--- src/hdl/diag_led_defs.svh ---
/*
 * Constants for the diagnostic indicator encoder: colours, error codes, flash timing.
 * Assumes a 10 MHz system clock; included by bare name.
 */
`ifndef DIAG_LED_DEFS_SVH
`define DIAG_LED_DEFS_SVH

// colour encodings {red, green}; orange is both lit
`define COL_OFF 2'h0
`define COL_GREEN 2'h1
`define COL_RED 2'h2
`define COL_ORANGE 2'h3

// terminal-bus error codes
`define ERR_INTERFERENCE 4'h0
`define ERR_SETTINGS 4'h1
`define ERR_RESERVED 4'h2
`define ERR_COMMAND 4'h3
`define ERR_BREAK 4'h4
`define ERR_REGCOMM 4'h5
`define ARG_CHECKSUM 8'h00
`define ARG_TABLE_OVF 8'h01
`define ARG_UNKNOWN_TYPE 8'h02

// timing: clock rate, flash half period in ms, gap between groups in phases
`define CLK_HZ 10000000
`define PHASE_MS 250
`define PHASE_CYCLES ((`CLK_HZ / 1000) * `PHASE_MS)
`define GAP_PHASES 5'h04
`define CNT_W 24
`define CNT_ONE 24'h000001
`define CNT_ZERO 24'h000000
`define PULSE_ONE 9'h001
`define PULSE_ZERO 9'h000
`define GAP_ZERO 5'h00
`define GAP_ONE 5'h01

`endif

--- src/hdl/diag_led_pkg.sv ---
/*
 * Types shared by the diagnostic indicator encoder.
 * Assumes the defs header is included where the constants are needed.
 */
package diag_led_pkg;

	typedef enum logic [2:0] {
		FL_IDLE,
		FL_CODE,
		FL_GAP1,
		FL_ARG,
		FL_GAP2
	} flash_state_t;

	typedef enum logic [2:0] {
		BUS_SEARCH,
		BUS_WAIT_CFG,
		BUS_RUN,
		BUS_FAULT
	} bus_mode_t;

endpackage

--- src/hdl/flash_if.sv ---
/*
 * Interface carrying a red flash request and the flashing output between
 * the top module and its flash sequencer.
 * Assumes a single system clock.
 */
`timescale 1ns/1ps
`default_nettype none

interface flash_if;
	logic active;
	logic [3:0] code;
	logic [7:0] arg;
	logic has_arg;
	logic tick;
	logic lamp;

	modport owner (output active, output code, output arg, output has_arg, output tick,
		input lamp);
	modport seq (input active, input code, input arg, input has_arg, input tick,
		output lamp);
endinterface

`default_nettype wire

--- src/hdl/flash_seq.sv ---
/*
 * Red flash sequencer: pulse group for the code, gap, pulse group for
 * the argument when has_arg is set, gap, repeating while the fault request stands.
 * Assumes tick is a one-cycle enable per flash phase.
 */
`timescale 1ns/1ps
`default_nettype none
`include "diag_led_defs.svh"

module flash_seq (
	// clock and reset
	input wire logic i_clk_sys,
	input wire logic i_arst_n,
	// request and lamp
	flash_if.seq f
);

	typedef struct packed {
		diag_led_pkg::flash_state_t st;
		logic [8:0] pulses;
		logic [4:0] gap;
		logic lamp;
	} seq_state_t;

	seq_state_t s_q;
	seq_state_t s_d;

	// code n flashes n+1 times so code 0 is still visible
	function automatic logic [8:0] pulse_count(input logic [7:0] v);
		pulse_count = {1'b0, v} + `PULSE_ONE;
	endfunction

	always_comb
	begin
		s_d = s_q;
		if (!f.active)
		begin
			s_d.st = diag_led_pkg::FL_IDLE;
			s_d.lamp = 1'b0;
		end
		else if (f.tick)
		begin
			case (s_q.st)
				diag_led_pkg::FL_IDLE:
				begin
					s_d.st = diag_led_pkg::FL_CODE;
					s_d.pulses = pulse_count({4'h0, f.code});
					s_d.lamp = 1'b1;
				end
				diag_led_pkg::FL_CODE, diag_led_pkg::FL_ARG:
				begin
					if (s_q.lamp)
					begin
						s_d.lamp = 1'b0;
						s_d.pulses = s_q.pulses - `PULSE_ONE;
					end
					else if (s_q.pulses != `PULSE_ZERO)
						s_d.lamp = 1'b1;
					else
					begin
						s_d.st = (s_q.st == diag_led_pkg::FL_CODE) ?
							diag_led_pkg::FL_GAP1 : diag_led_pkg::FL_GAP2;
						s_d.gap = `GAP_PHASES;
					end
				end
				diag_led_pkg::FL_GAP1:
				begin
					if (s_q.gap > `GAP_ONE)
						s_d.gap = s_q.gap - `GAP_ONE;
					else if (f.has_arg)
					begin
						s_d.st = diag_led_pkg::FL_ARG;
						s_d.pulses = pulse_count(f.arg);
						s_d.lamp = 1'b1;
					end
					else
					begin
						s_d.st = diag_led_pkg::FL_GAP2;
						s_d.gap = `GAP_PHASES;
					end
				end
				diag_led_pkg::FL_GAP2:
				begin
					if (s_q.gap > `GAP_ONE)
						s_d.gap = s_q.gap - `GAP_ONE;
					else
						s_d.st = diag_led_pkg::FL_IDLE;
				end
				default:
				begin
					s_d.st = diag_led_pkg::FL_IDLE;
					s_d.lamp = 1'b0;
				end
			endcase
		end
	end

	always_ff @(posedge i_clk_sys or negedge i_arst_n)
	begin
		if (!i_arst_n)
			s_q <= '{st: diag_led_pkg::FL_IDLE, pulses: `PULSE_ZERO, gap: `GAP_ZERO,
				lamp: 1'b0};
		else
			s_q <= s_d;
	end

	assign f.lamp = s_q.lamp;

endmodule // flash_seq

`default_nettype wire

--- src/hdl/diag_led_encoder.sv ---
/*
 * Diagnostic indicator encoder: drives fieldbus, program and terminal-bus
 * indicators as off/green/orange/red, with red flash codes.
 * Assumes status inputs come from firmware logic on the system clock, so
 * they are used unsynchronised.
 */
`timescale 1ns/1ps
`default_nettype none
`include "diag_led_defs.svh"

module diag_led_encoder (
	// clock and reset
	input wire logic i_clk_sys,
	input wire logic i_arst_n,
	// fieldbus status
	input wire logic i_bus_rate_found,
	input wire logic i_bus_data_ok,
	input wire logic i_bus_fault,
	input wire logic [3:0] i_bus_err_code,
	input wire logic [7:0] i_bus_err_arg,
	// program status
	input wire logic i_prog_running,
	input wire logic i_prog_loaded,
	input wire logic i_prog_boot_image,
	input wire logic i_prog_boot_creating,
	input wire logic i_prog_overrun_some,
	input wire logic i_prog_overrun_all,
	// terminal bus status
	input wire logic i_io_check_done,
	input wire logic i_io_check_ok,
	input wire logic i_io_cycling,
	input wire logic i_io_access,
	input wire logic i_io_ev_interference,
	input wire logic i_io_ev_checksum,
	input wire logic i_io_ev_table_ovf,
	input wire logic i_io_ev_unknown_type,
	input wire logic i_io_ev_command,
	input wire logic i_io_ev_break,
	input wire logic i_io_ev_regcomm,
	input wire logic [7:0] i_io_ev_terminal,
	input wire logic i_io_fault_clear,
	// indicators, {red, green}
	output logic [1:0] o_bus_led,
	output logic [1:0] o_prog_led,
	output logic [1:0] o_io_led,
	// display mirror of active fault
	output logic o_disp_valid,
	output logic o_disp_is_io,
	output logic [3:0] o_disp_code,
	output logic [7:0] o_disp_arg
);

	typedef struct packed {
		logic [`CNT_W-1:0] div;
		logic tick;
		logic slow;
		logic io_fault;
		logic [3:0] io_code;
		logic [7:0] io_arg;
		logic io_has_arg;
		logic io_started;
		logic [1:0] bus_led;
		logic [1:0] prog_led;
		logic [1:0] io_led;
		logic disp_valid;
		logic disp_is_io;
		logic [3:0] disp_code;
		logic [7:0] disp_arg;
	} top_state_t;

	top_state_t s_q;
	top_state_t s_d;

	flash_if bus_f ();
	flash_if io_f ();

	flash_seq u_bus_flash (
		.i_clk_sys(i_clk_sys),
		.i_arst_n(i_arst_n),
		.f(bus_f.seq)
	);

	flash_seq u_io_flash (
		.i_clk_sys(i_clk_sys),
		.i_arst_n(i_arst_n),
		.f(io_f.seq)
	);

	assign bus_f.active = i_bus_fault;
	assign bus_f.code = i_bus_err_code;
	assign bus_f.arg = i_bus_err_arg;
	assign bus_f.has_arg = 1'b1;
	assign bus_f.tick = s_q.tick;
	assign io_f.active = s_q.io_fault;
	assign io_f.code = s_q.io_code;
	assign io_f.arg = s_q.io_arg;
	assign io_f.has_arg = s_q.io_has_arg;
	assign io_f.tick = s_q.tick;

	// red lamp of a flashing indicator, from the sequencer
	function automatic logic [1:0] red_if(input logic on);
		red_if = on ? `COL_RED : `COL_OFF;
	endfunction

	always_comb
	begin
		s_d = s_q;
		// one flash phase per tick
		s_d.tick = 1'b0;
		if (s_q.div == `CNT_W'(`PHASE_CYCLES - 1))
		begin
			s_d.div = `CNT_ZERO;
			s_d.tick = 1'b1;
			s_d.slow = ~s_q.slow;
		end
		else
			s_d.div = s_q.div + `CNT_ONE;

		// first event latched; later events lost until cleared, keeps the code stable
		if (!s_q.io_fault)
		begin
			if (i_io_ev_interference)
			begin
				s_d.io_fault = 1'b1;
				s_d.io_code = `ERR_INTERFERENCE;
				s_d.io_arg = 8'h00;
				s_d.io_has_arg = 1'b0;
			end
			else if (i_io_ev_checksum)
			begin
				s_d.io_fault = 1'b1;
				s_d.io_code = `ERR_SETTINGS;
				s_d.io_arg = `ARG_CHECKSUM;
				s_d.io_has_arg = 1'b1;
			end
			else if (i_io_ev_table_ovf)
			begin
				s_d.io_fault = 1'b1;
				s_d.io_code = `ERR_SETTINGS;
				s_d.io_arg = `ARG_TABLE_OVF;
				s_d.io_has_arg = 1'b1;
			end
			// unknown data type; reserved code never raised
			else if (i_io_ev_unknown_type)
			begin
				s_d.io_fault = 1'b1;
				s_d.io_code = `ERR_SETTINGS;
				s_d.io_arg = `ARG_UNKNOWN_TYPE;
				s_d.io_has_arg = 1'b1;
			end
			else if (i_io_ev_command)
			begin
				s_d.io_fault = 1'b1;
				s_d.io_code = `ERR_COMMAND;
				s_d.io_arg = 8'h00;
				s_d.io_has_arg = 1'b1;
			end
			else if (i_io_ev_break)
			begin
				s_d.io_fault = 1'b1;
				s_d.io_code = `ERR_BREAK;
				s_d.io_arg = i_io_ev_terminal;
				s_d.io_has_arg = 1'b1;
			end
			else if (i_io_ev_regcomm)
			begin
				s_d.io_fault = 1'b1;
				s_d.io_code = `ERR_REGCOMM;
				s_d.io_arg = i_io_ev_terminal;
				s_d.io_has_arg = 1'b1;
			end
		end
		// clear only when no new event arrives that cycle
		else if (i_io_fault_clear && !(i_io_ev_interference || i_io_ev_checksum ||
			i_io_ev_table_ovf || i_io_ev_unknown_type || i_io_ev_command ||
			i_io_ev_break || i_io_ev_regcomm))
			s_d.io_fault = 1'b0;

		if (i_io_check_done && i_io_check_ok)
			s_d.io_started = 1'b1;

		if (i_bus_fault)
			s_d.bus_led = red_if(bus_f.lamp);
		else if (i_bus_data_ok)
			s_d.bus_led = `COL_GREEN;
		else if (i_bus_rate_found)
			s_d.bus_led = `COL_ORANGE;
		else
			s_d.bus_led = `COL_OFF;

		if (!i_prog_running || !i_prog_loaded)
			s_d.prog_led = `COL_OFF;
		else if (i_prog_overrun_all)
			s_d.prog_led = `COL_RED;
		else if (i_prog_overrun_some)
			s_d.prog_led = s_q.slow ? `COL_RED : `COL_OFF;
		else if (i_prog_boot_creating)
			s_d.prog_led = s_q.slow ? `COL_ORANGE : `COL_OFF;
		else if (i_prog_boot_image)
			s_d.prog_led = `COL_GREEN;
		else
			s_d.prog_led = `COL_ORANGE;

		if (s_q.io_fault)
			s_d.io_led = red_if(io_f.lamp);
		else if (i_io_access)
			s_d.io_led = `COL_ORANGE;
		else if (i_io_cycling && s_q.io_started)
			s_d.io_led = `COL_GREEN;
		else
			s_d.io_led = `COL_OFF;

		s_d.disp_valid = s_q.io_fault | i_bus_fault;
		s_d.disp_is_io = s_q.io_fault;
		s_d.disp_code = s_q.io_fault ? s_q.io_code : (i_bus_fault ? i_bus_err_code : 4'h0);
		s_d.disp_arg = s_q.io_fault ? s_q.io_arg : (i_bus_fault ? i_bus_err_arg : 8'h00);
	end

	always_ff @(posedge i_clk_sys or negedge i_arst_n)
	begin
		if (!i_arst_n)
			s_q <= '0;
		else
			s_q <= s_d;
	end

	assign o_bus_led = s_q.bus_led;
	assign o_prog_led = s_q.prog_led;
	assign o_io_led = s_q.io_led;
	assign o_disp_valid = s_q.disp_valid;
	assign o_disp_is_io = s_q.disp_is_io;
	assign o_disp_code = s_q.disp_code;
	assign o_disp_arg = s_q.disp_arg;

endmodule // diag_led_encoder

`default_nettype wire

--- config.mk ---
export PLATFORM = sky130hd
export DESIGN_NAME = diag_led_encoder
export DESIGN_NICKNAME = d
export VERILOG_FILES = /design/src/hdl/diag_led_pkg.sv /design/src/hdl/flash_if.sv /design/src/hdl/flash_seq.sv /design/src/hdl/diag_led_encoder.sv
export VERILOG_INCLUDE_DIRS = /design/src /design/src/hdl
export SDC_FILE = /design/constraint.sdc
export NUM_CORES = 1
export LEC_CHECK = 0
export ABC_AREA = 1
export BUFFER_PORTS_ARGS = -buffer_cell sky130_fd_sc_hd__buf_2
export CORE_MARGIN = 3
export CORE_UTILIZATION = 55
export CTS_CLUSTER_DIAMETER = 50
export DETAILED_ROUTE_END_ITERATION = 6
export PLACE_DENSITY = 0.75
export SYNTH_ARGS = -nofsm -noshare
export SYNTH_HDL_FRONTEND = slang
export SYNTH_SLANG_ARGS = --single-unit
--- constraint.sdc ---
create_clock -name i_clk_sys -period 2.3 [get_ports i_clk_sys]
set_clock_uncertainty 0.15 [all_clocks]
set_input_delay 0.345 -clock i_clk_sys [delete_from_list [all_inputs] [get_ports i_clk_sys]]
set_output_delay 0.345 -clock i_clk_sys [all_outputs]
set_load 0.02 [all_outputs]
==> load_flow_metrics.sql <==
INSERT INTO impl_metrics (metric_group, metric, value, unit) VALUES
('placed_design', 'dp.final_hpwl', '11.09', 'mm'),
('finish', 'layout_commonest_cell', 'sky130_fd_sc_hd__nand2_1', ''),
('floorplan', 'rows', '37', ''),
('grt', 'grt_pass1_wl', '23.63', 'mm'),
('worst_setup_path', 'worst-endpoint-arrival', '2.13', 'ns'),
('yosys', 'synth_top_cells_by_area', 'sky130_fd_sc_hd__dfrtp_1 (40%), sky130_fd_sc_hd__nand2_1 (14%), sky130_fd_sc_hd__nand3_1 (8.2%)', ''),
('finish', 'util_after_layout', '62.97', '%'),
('clocking', 'insertion_delay', '0.38', 'ns'),
('clocking', 'tritoncts_clock_tree', 'built', ''),
('timing', 'fin_setup_tns', '0', 'ns'),
('grt', 'first_global_vias', '5145', ''),
('yosys', 'synth_cells', '837', ''),
('timing', 'timing.final.ws_setup', '0.2825', 'ns'),
('clocking', 'number_of_cts_inserted_buffers', '9', ''),
('detailed_routing', 'drcViolationCount', '0', ''),
('yosys', 'predominant_post_synthesis_flop_cell', 'sky130_fd_sc_hd__dfrtp_1', ''),
('finish', 'multi_input_combinational_cell_area', '0.002869', 'mm^2'),
('floorplan', 'initial_utilization', '57.12', '%'),
('finish', 'net_count_reported_at_finish', '944', ''),
('yosys', 'synth.yosys.seq_area_share', '40.38', '%'),
('timing', 'setup-violations-final', '0', ''),
('grt', 'groute.usage.overall', '24.93', '%'),
('detailed_routing', 'first_pass_iters', '5', ''),
('detailed_routing', 'initial_drc_count', '321', ''),
('timing', 'timing_hold_violations_final', '0', ''),
('placed_design', 'place.detailed.instances', '1012', ''),
('timing', 'post-route-min-period', '2.018', 'ns'),
('timing', 'slew_violations', '0', ''),
('detailed_routing', 'drt-wirelength-per-cell', '13.84', 'um'),
('timing', 'rsz_0062_raised_after_global_routing', 'no', ''),
('yosys', 'synthArstFlopShare', '100.0', '%'),
('worst_setup_path', 'critical_path_required', '2.41', 'ns'),
('grt', 'globalRoute.totalOverflow', '0', ''),
('detailed_routing', 'route.vias.total', '5425', ''),
('power_and_ir_drop', 'power.ir.vdd_worst', '352.9', 'uV'),
('timing', 'achievable-frequency', '495.7', 'MHz'),
('yosys', 'yosys.area.top_type_share', '40.38', '%'),
('job', 'cap_viol_max_count', '0', ''),
('timing', 'slew_headroom', '64.23', '%'),
('hold_path', 'hold_path_class', 'primary input to register', ''),
('clocking', 'clock_sinks', '96', ''),
('detailed_routing', 'viasPerCell', '5.262', ''),
('timing', 'worst_pin_slew', '0.5365', 'ns'),
('timing', 'final.period_utilization', '87.72', '%'),
('detailed_routing', 'ant_nets', '0', ''),
('grt', 'antenna_violations_before_repair', '0', ''),
('worst_setup_path', 'timing.critical_path.fanout_max', '11', ''),
('worst_setup_path', 'setup.worst_path.end_class', 'register', ''),
('finish', 'num_antenna_cells', '0', ''),
('worst_setup_path', 'timing.critical_path.from_type', 'register', ''),
('finish', 'drive_above_1_share', '14.53', '%'),
('yosys', 'netlist_area', '0.005949', 'mm^2'),
('finish', 'num-fill-cells', '957', ''),
('placed_design', 'port_buffers', '62', ''),
('detailed_routing', 'routed_wirelength', '14.27', 'mm'),
('clocking', 'post_cts_buffers', '0', ''),
('floorplan', 'dieArea', '0.01210', 'mm^2'),
('power_and_ir_drop', 'powerDensity', '522.8', 'mW/mm^2'),
('clocking', 'cts.htree.levels', '3', ''),
('yosys', 'ys_warn_count', '0', ''),
('floorplan', 'die-width', '110.0', 'um'),
('finish', 'most-common-layout-cells', 'sky130_fd_sc_hd__nand2_1 (220), sky130_fd_sc_hd__inv_1 (118), sky130_fd_sc_hd__nand3_1 (98)', ''),
('power_and_ir_drop', 'total_leakage_power', '0.003474', 'uW'),
('floorplan', 'placeableCoreArea', '0.01042', 'mm^2'),
('finish', 'final_cells', '1031', ''),
('clocking', 'reg_clk_slew_reported_paths', '0.09', 'ns'),
('clocking', 'cts.path.max_buffers', '2', ''),
('finish', 'sequential_cell_area', '0.002404', 'mm^2'),
('finish', 'synthToLayoutAreaGrowth', '10.24', '%'),
('status', 'outcome', 'complete, no violations', ''),
('floorplan', 'design.portCount', '63', ''),
('worst_setup_path', 'path_class', 'register to register', ''),
('placed_design', 'place_worst_setup_slack', '0.2264', 'ns'),
('yosys', 'synth-seq-cells', '96', ''),
('floorplan', 'die_y', '110.0', 'um'),
('placed_design', 'gpl.final_weighted_congestion', '0.9496', ''),
('clocking', 'clock_tree.root_cell', 'sky130_fd_sc_hd__clkbuf_8', ''),
('grt', 'grt_start_max_net_pins', '39', ''),
('yosys', 'synth_largest_area_cell', 'sky130_fd_sc_hd__dfrtp_1', ''),
('yosys', 'postSynthAreaPerCell', '7.108', 'um^2'),
('yosys', 'postSynthNetCount', '891', ''),
('yosys', 'synthDistinctLibCells', '38', ''),
('yosys', 'synth_edf_count', '0', '');
==> where the power goes <==
part	internal (uW)	total (uW)	leakage (uW)	switching, uW
clock network	701	1300	0.000115	600
logic	123	338	0.00210	215
registers	1750	1790	0.00125	41.7
==> worst max-delay path: stages, from the launching register on <==
cell                       delay, ns
sky130_fd_sc_hd__dfrtp_1        0.40
sky130_fd_sc_hd__inv_1          0.12
sky130_fd_sc_hd__ha_1           0.16
sky130_fd_sc_hd__o21bai_1       0.10
sky130_fd_sc_hd__nand2_1        0.13
sky130_fd_sc_hd__nand2_1        0.13
sky130_fd_sc_hd__nand3_2        0.26
sky130_fd_sc_hd__inv_1          0.32
sky130_fd_sc_hd__o21ai_0        0.12
==> synthesized netlist by cell type, drive strengths merged (10+ instances only) <==
master,count
nand2,234
inv,125
nand3,101
dfrtp,96
nor2,95
o21ai,46
a21oi,26
buf,24
nand4,22
xor2,12
ha,11
o22ai,10
==> timing repair <==
item | 4_1_cts | 5_1_grt
endpoints found under the setup margin | 0 | 7
hold buffers | 3 | 0
gates resized for setup | 0 | 1
endpoints found under the hold margin | 37 | 0
==> cell type report <==
cell class                      instances  area share [%]
Clock buffer                           12           2.518
Clock inverter                          4           1.145
Inverter                              126           7.249
Multi-Input combinational cell        586           43.74
Sequential cell                        96           36.65
Tap cell                              136           2.594
Timing Repair Buffer                   71           6.105
==> through the flow <==
| stage | instance area, um^2 | power, uW | hold slack [ns] |
|---|---|---|---|
| final | 6559 | 3429 | 0.03074 |
| after global routing | 6559 | 3571 | 0.03391 |
| after CTS | 6558 | 3468 | 0.01052 |
| after detailed placement | 6287 | 2159 | 0.2148 |
| after global placement | 6287 | 2151 | 0.2084 |
| after floorplan | 5949 | 2028 | -0.1006 |
==> state kept, by name, summed over array words and instances, names as in the netlist, 3 cells and up <==
signal           count
io_f.arg             8
io_f.code            3
o_disp_arg           8
o_disp_code          4
s_q                 26
u_bus_flash.s_q     17
u_io_flash.s_q      17
==> per-layer routing <==
metal  up-vias  GRT usage (%)  share of wire, %
met3        19          3.262               4.3
met2       141          40.77                48
met4         0          8.727               1.8
met5         -              0                 0
li1       2759              -                 -
met1      2506          34.11                46
==> cell families (layout without fill, tap and decap cells) <==
| group | after synthesis | in the layout | synth area share (%) |
|---|---|---|---|
| adder cells (fa/ha/maj) | 11 | 11 | 2.313 |
| XOR/XNOR | 14 | 14 | 2.061 |
| AO/OA/AOI/OAI | 91 | 91 | 8.602 |
| AND/OR/NAND/NOR | 470 | 470 | 35.25 |
| buffers and inverters | 155 | 213 | 11.40 |
| flip-flops | 96 | 96 | 40.38 |
==> path summary, 6_finish.rpt <==
kind / start / end / slack (ns) / depth (start not counted)
worst min register to register: s_q[37] / s_q[37] / 0.31 / 1
min in group asynchronous: i_arst_n / s_q[60] / 0.34 / 2
worst min-delay path: i_io_check_ok / s_q[20] / 0.03 / 2
worst max-delay path: u_bus_flash.s_q[2] / u_bus_flash.s_q[8] / 0.28 / 8
worst max register to register: u_bus_flash.s_q[2] / u_bus_flash.s_q[8] / 0.28 / 8
max in group asynchronous: i_arst_n / io_f.active / 1.00 / 3
Power figures use the tool's default switching activity.
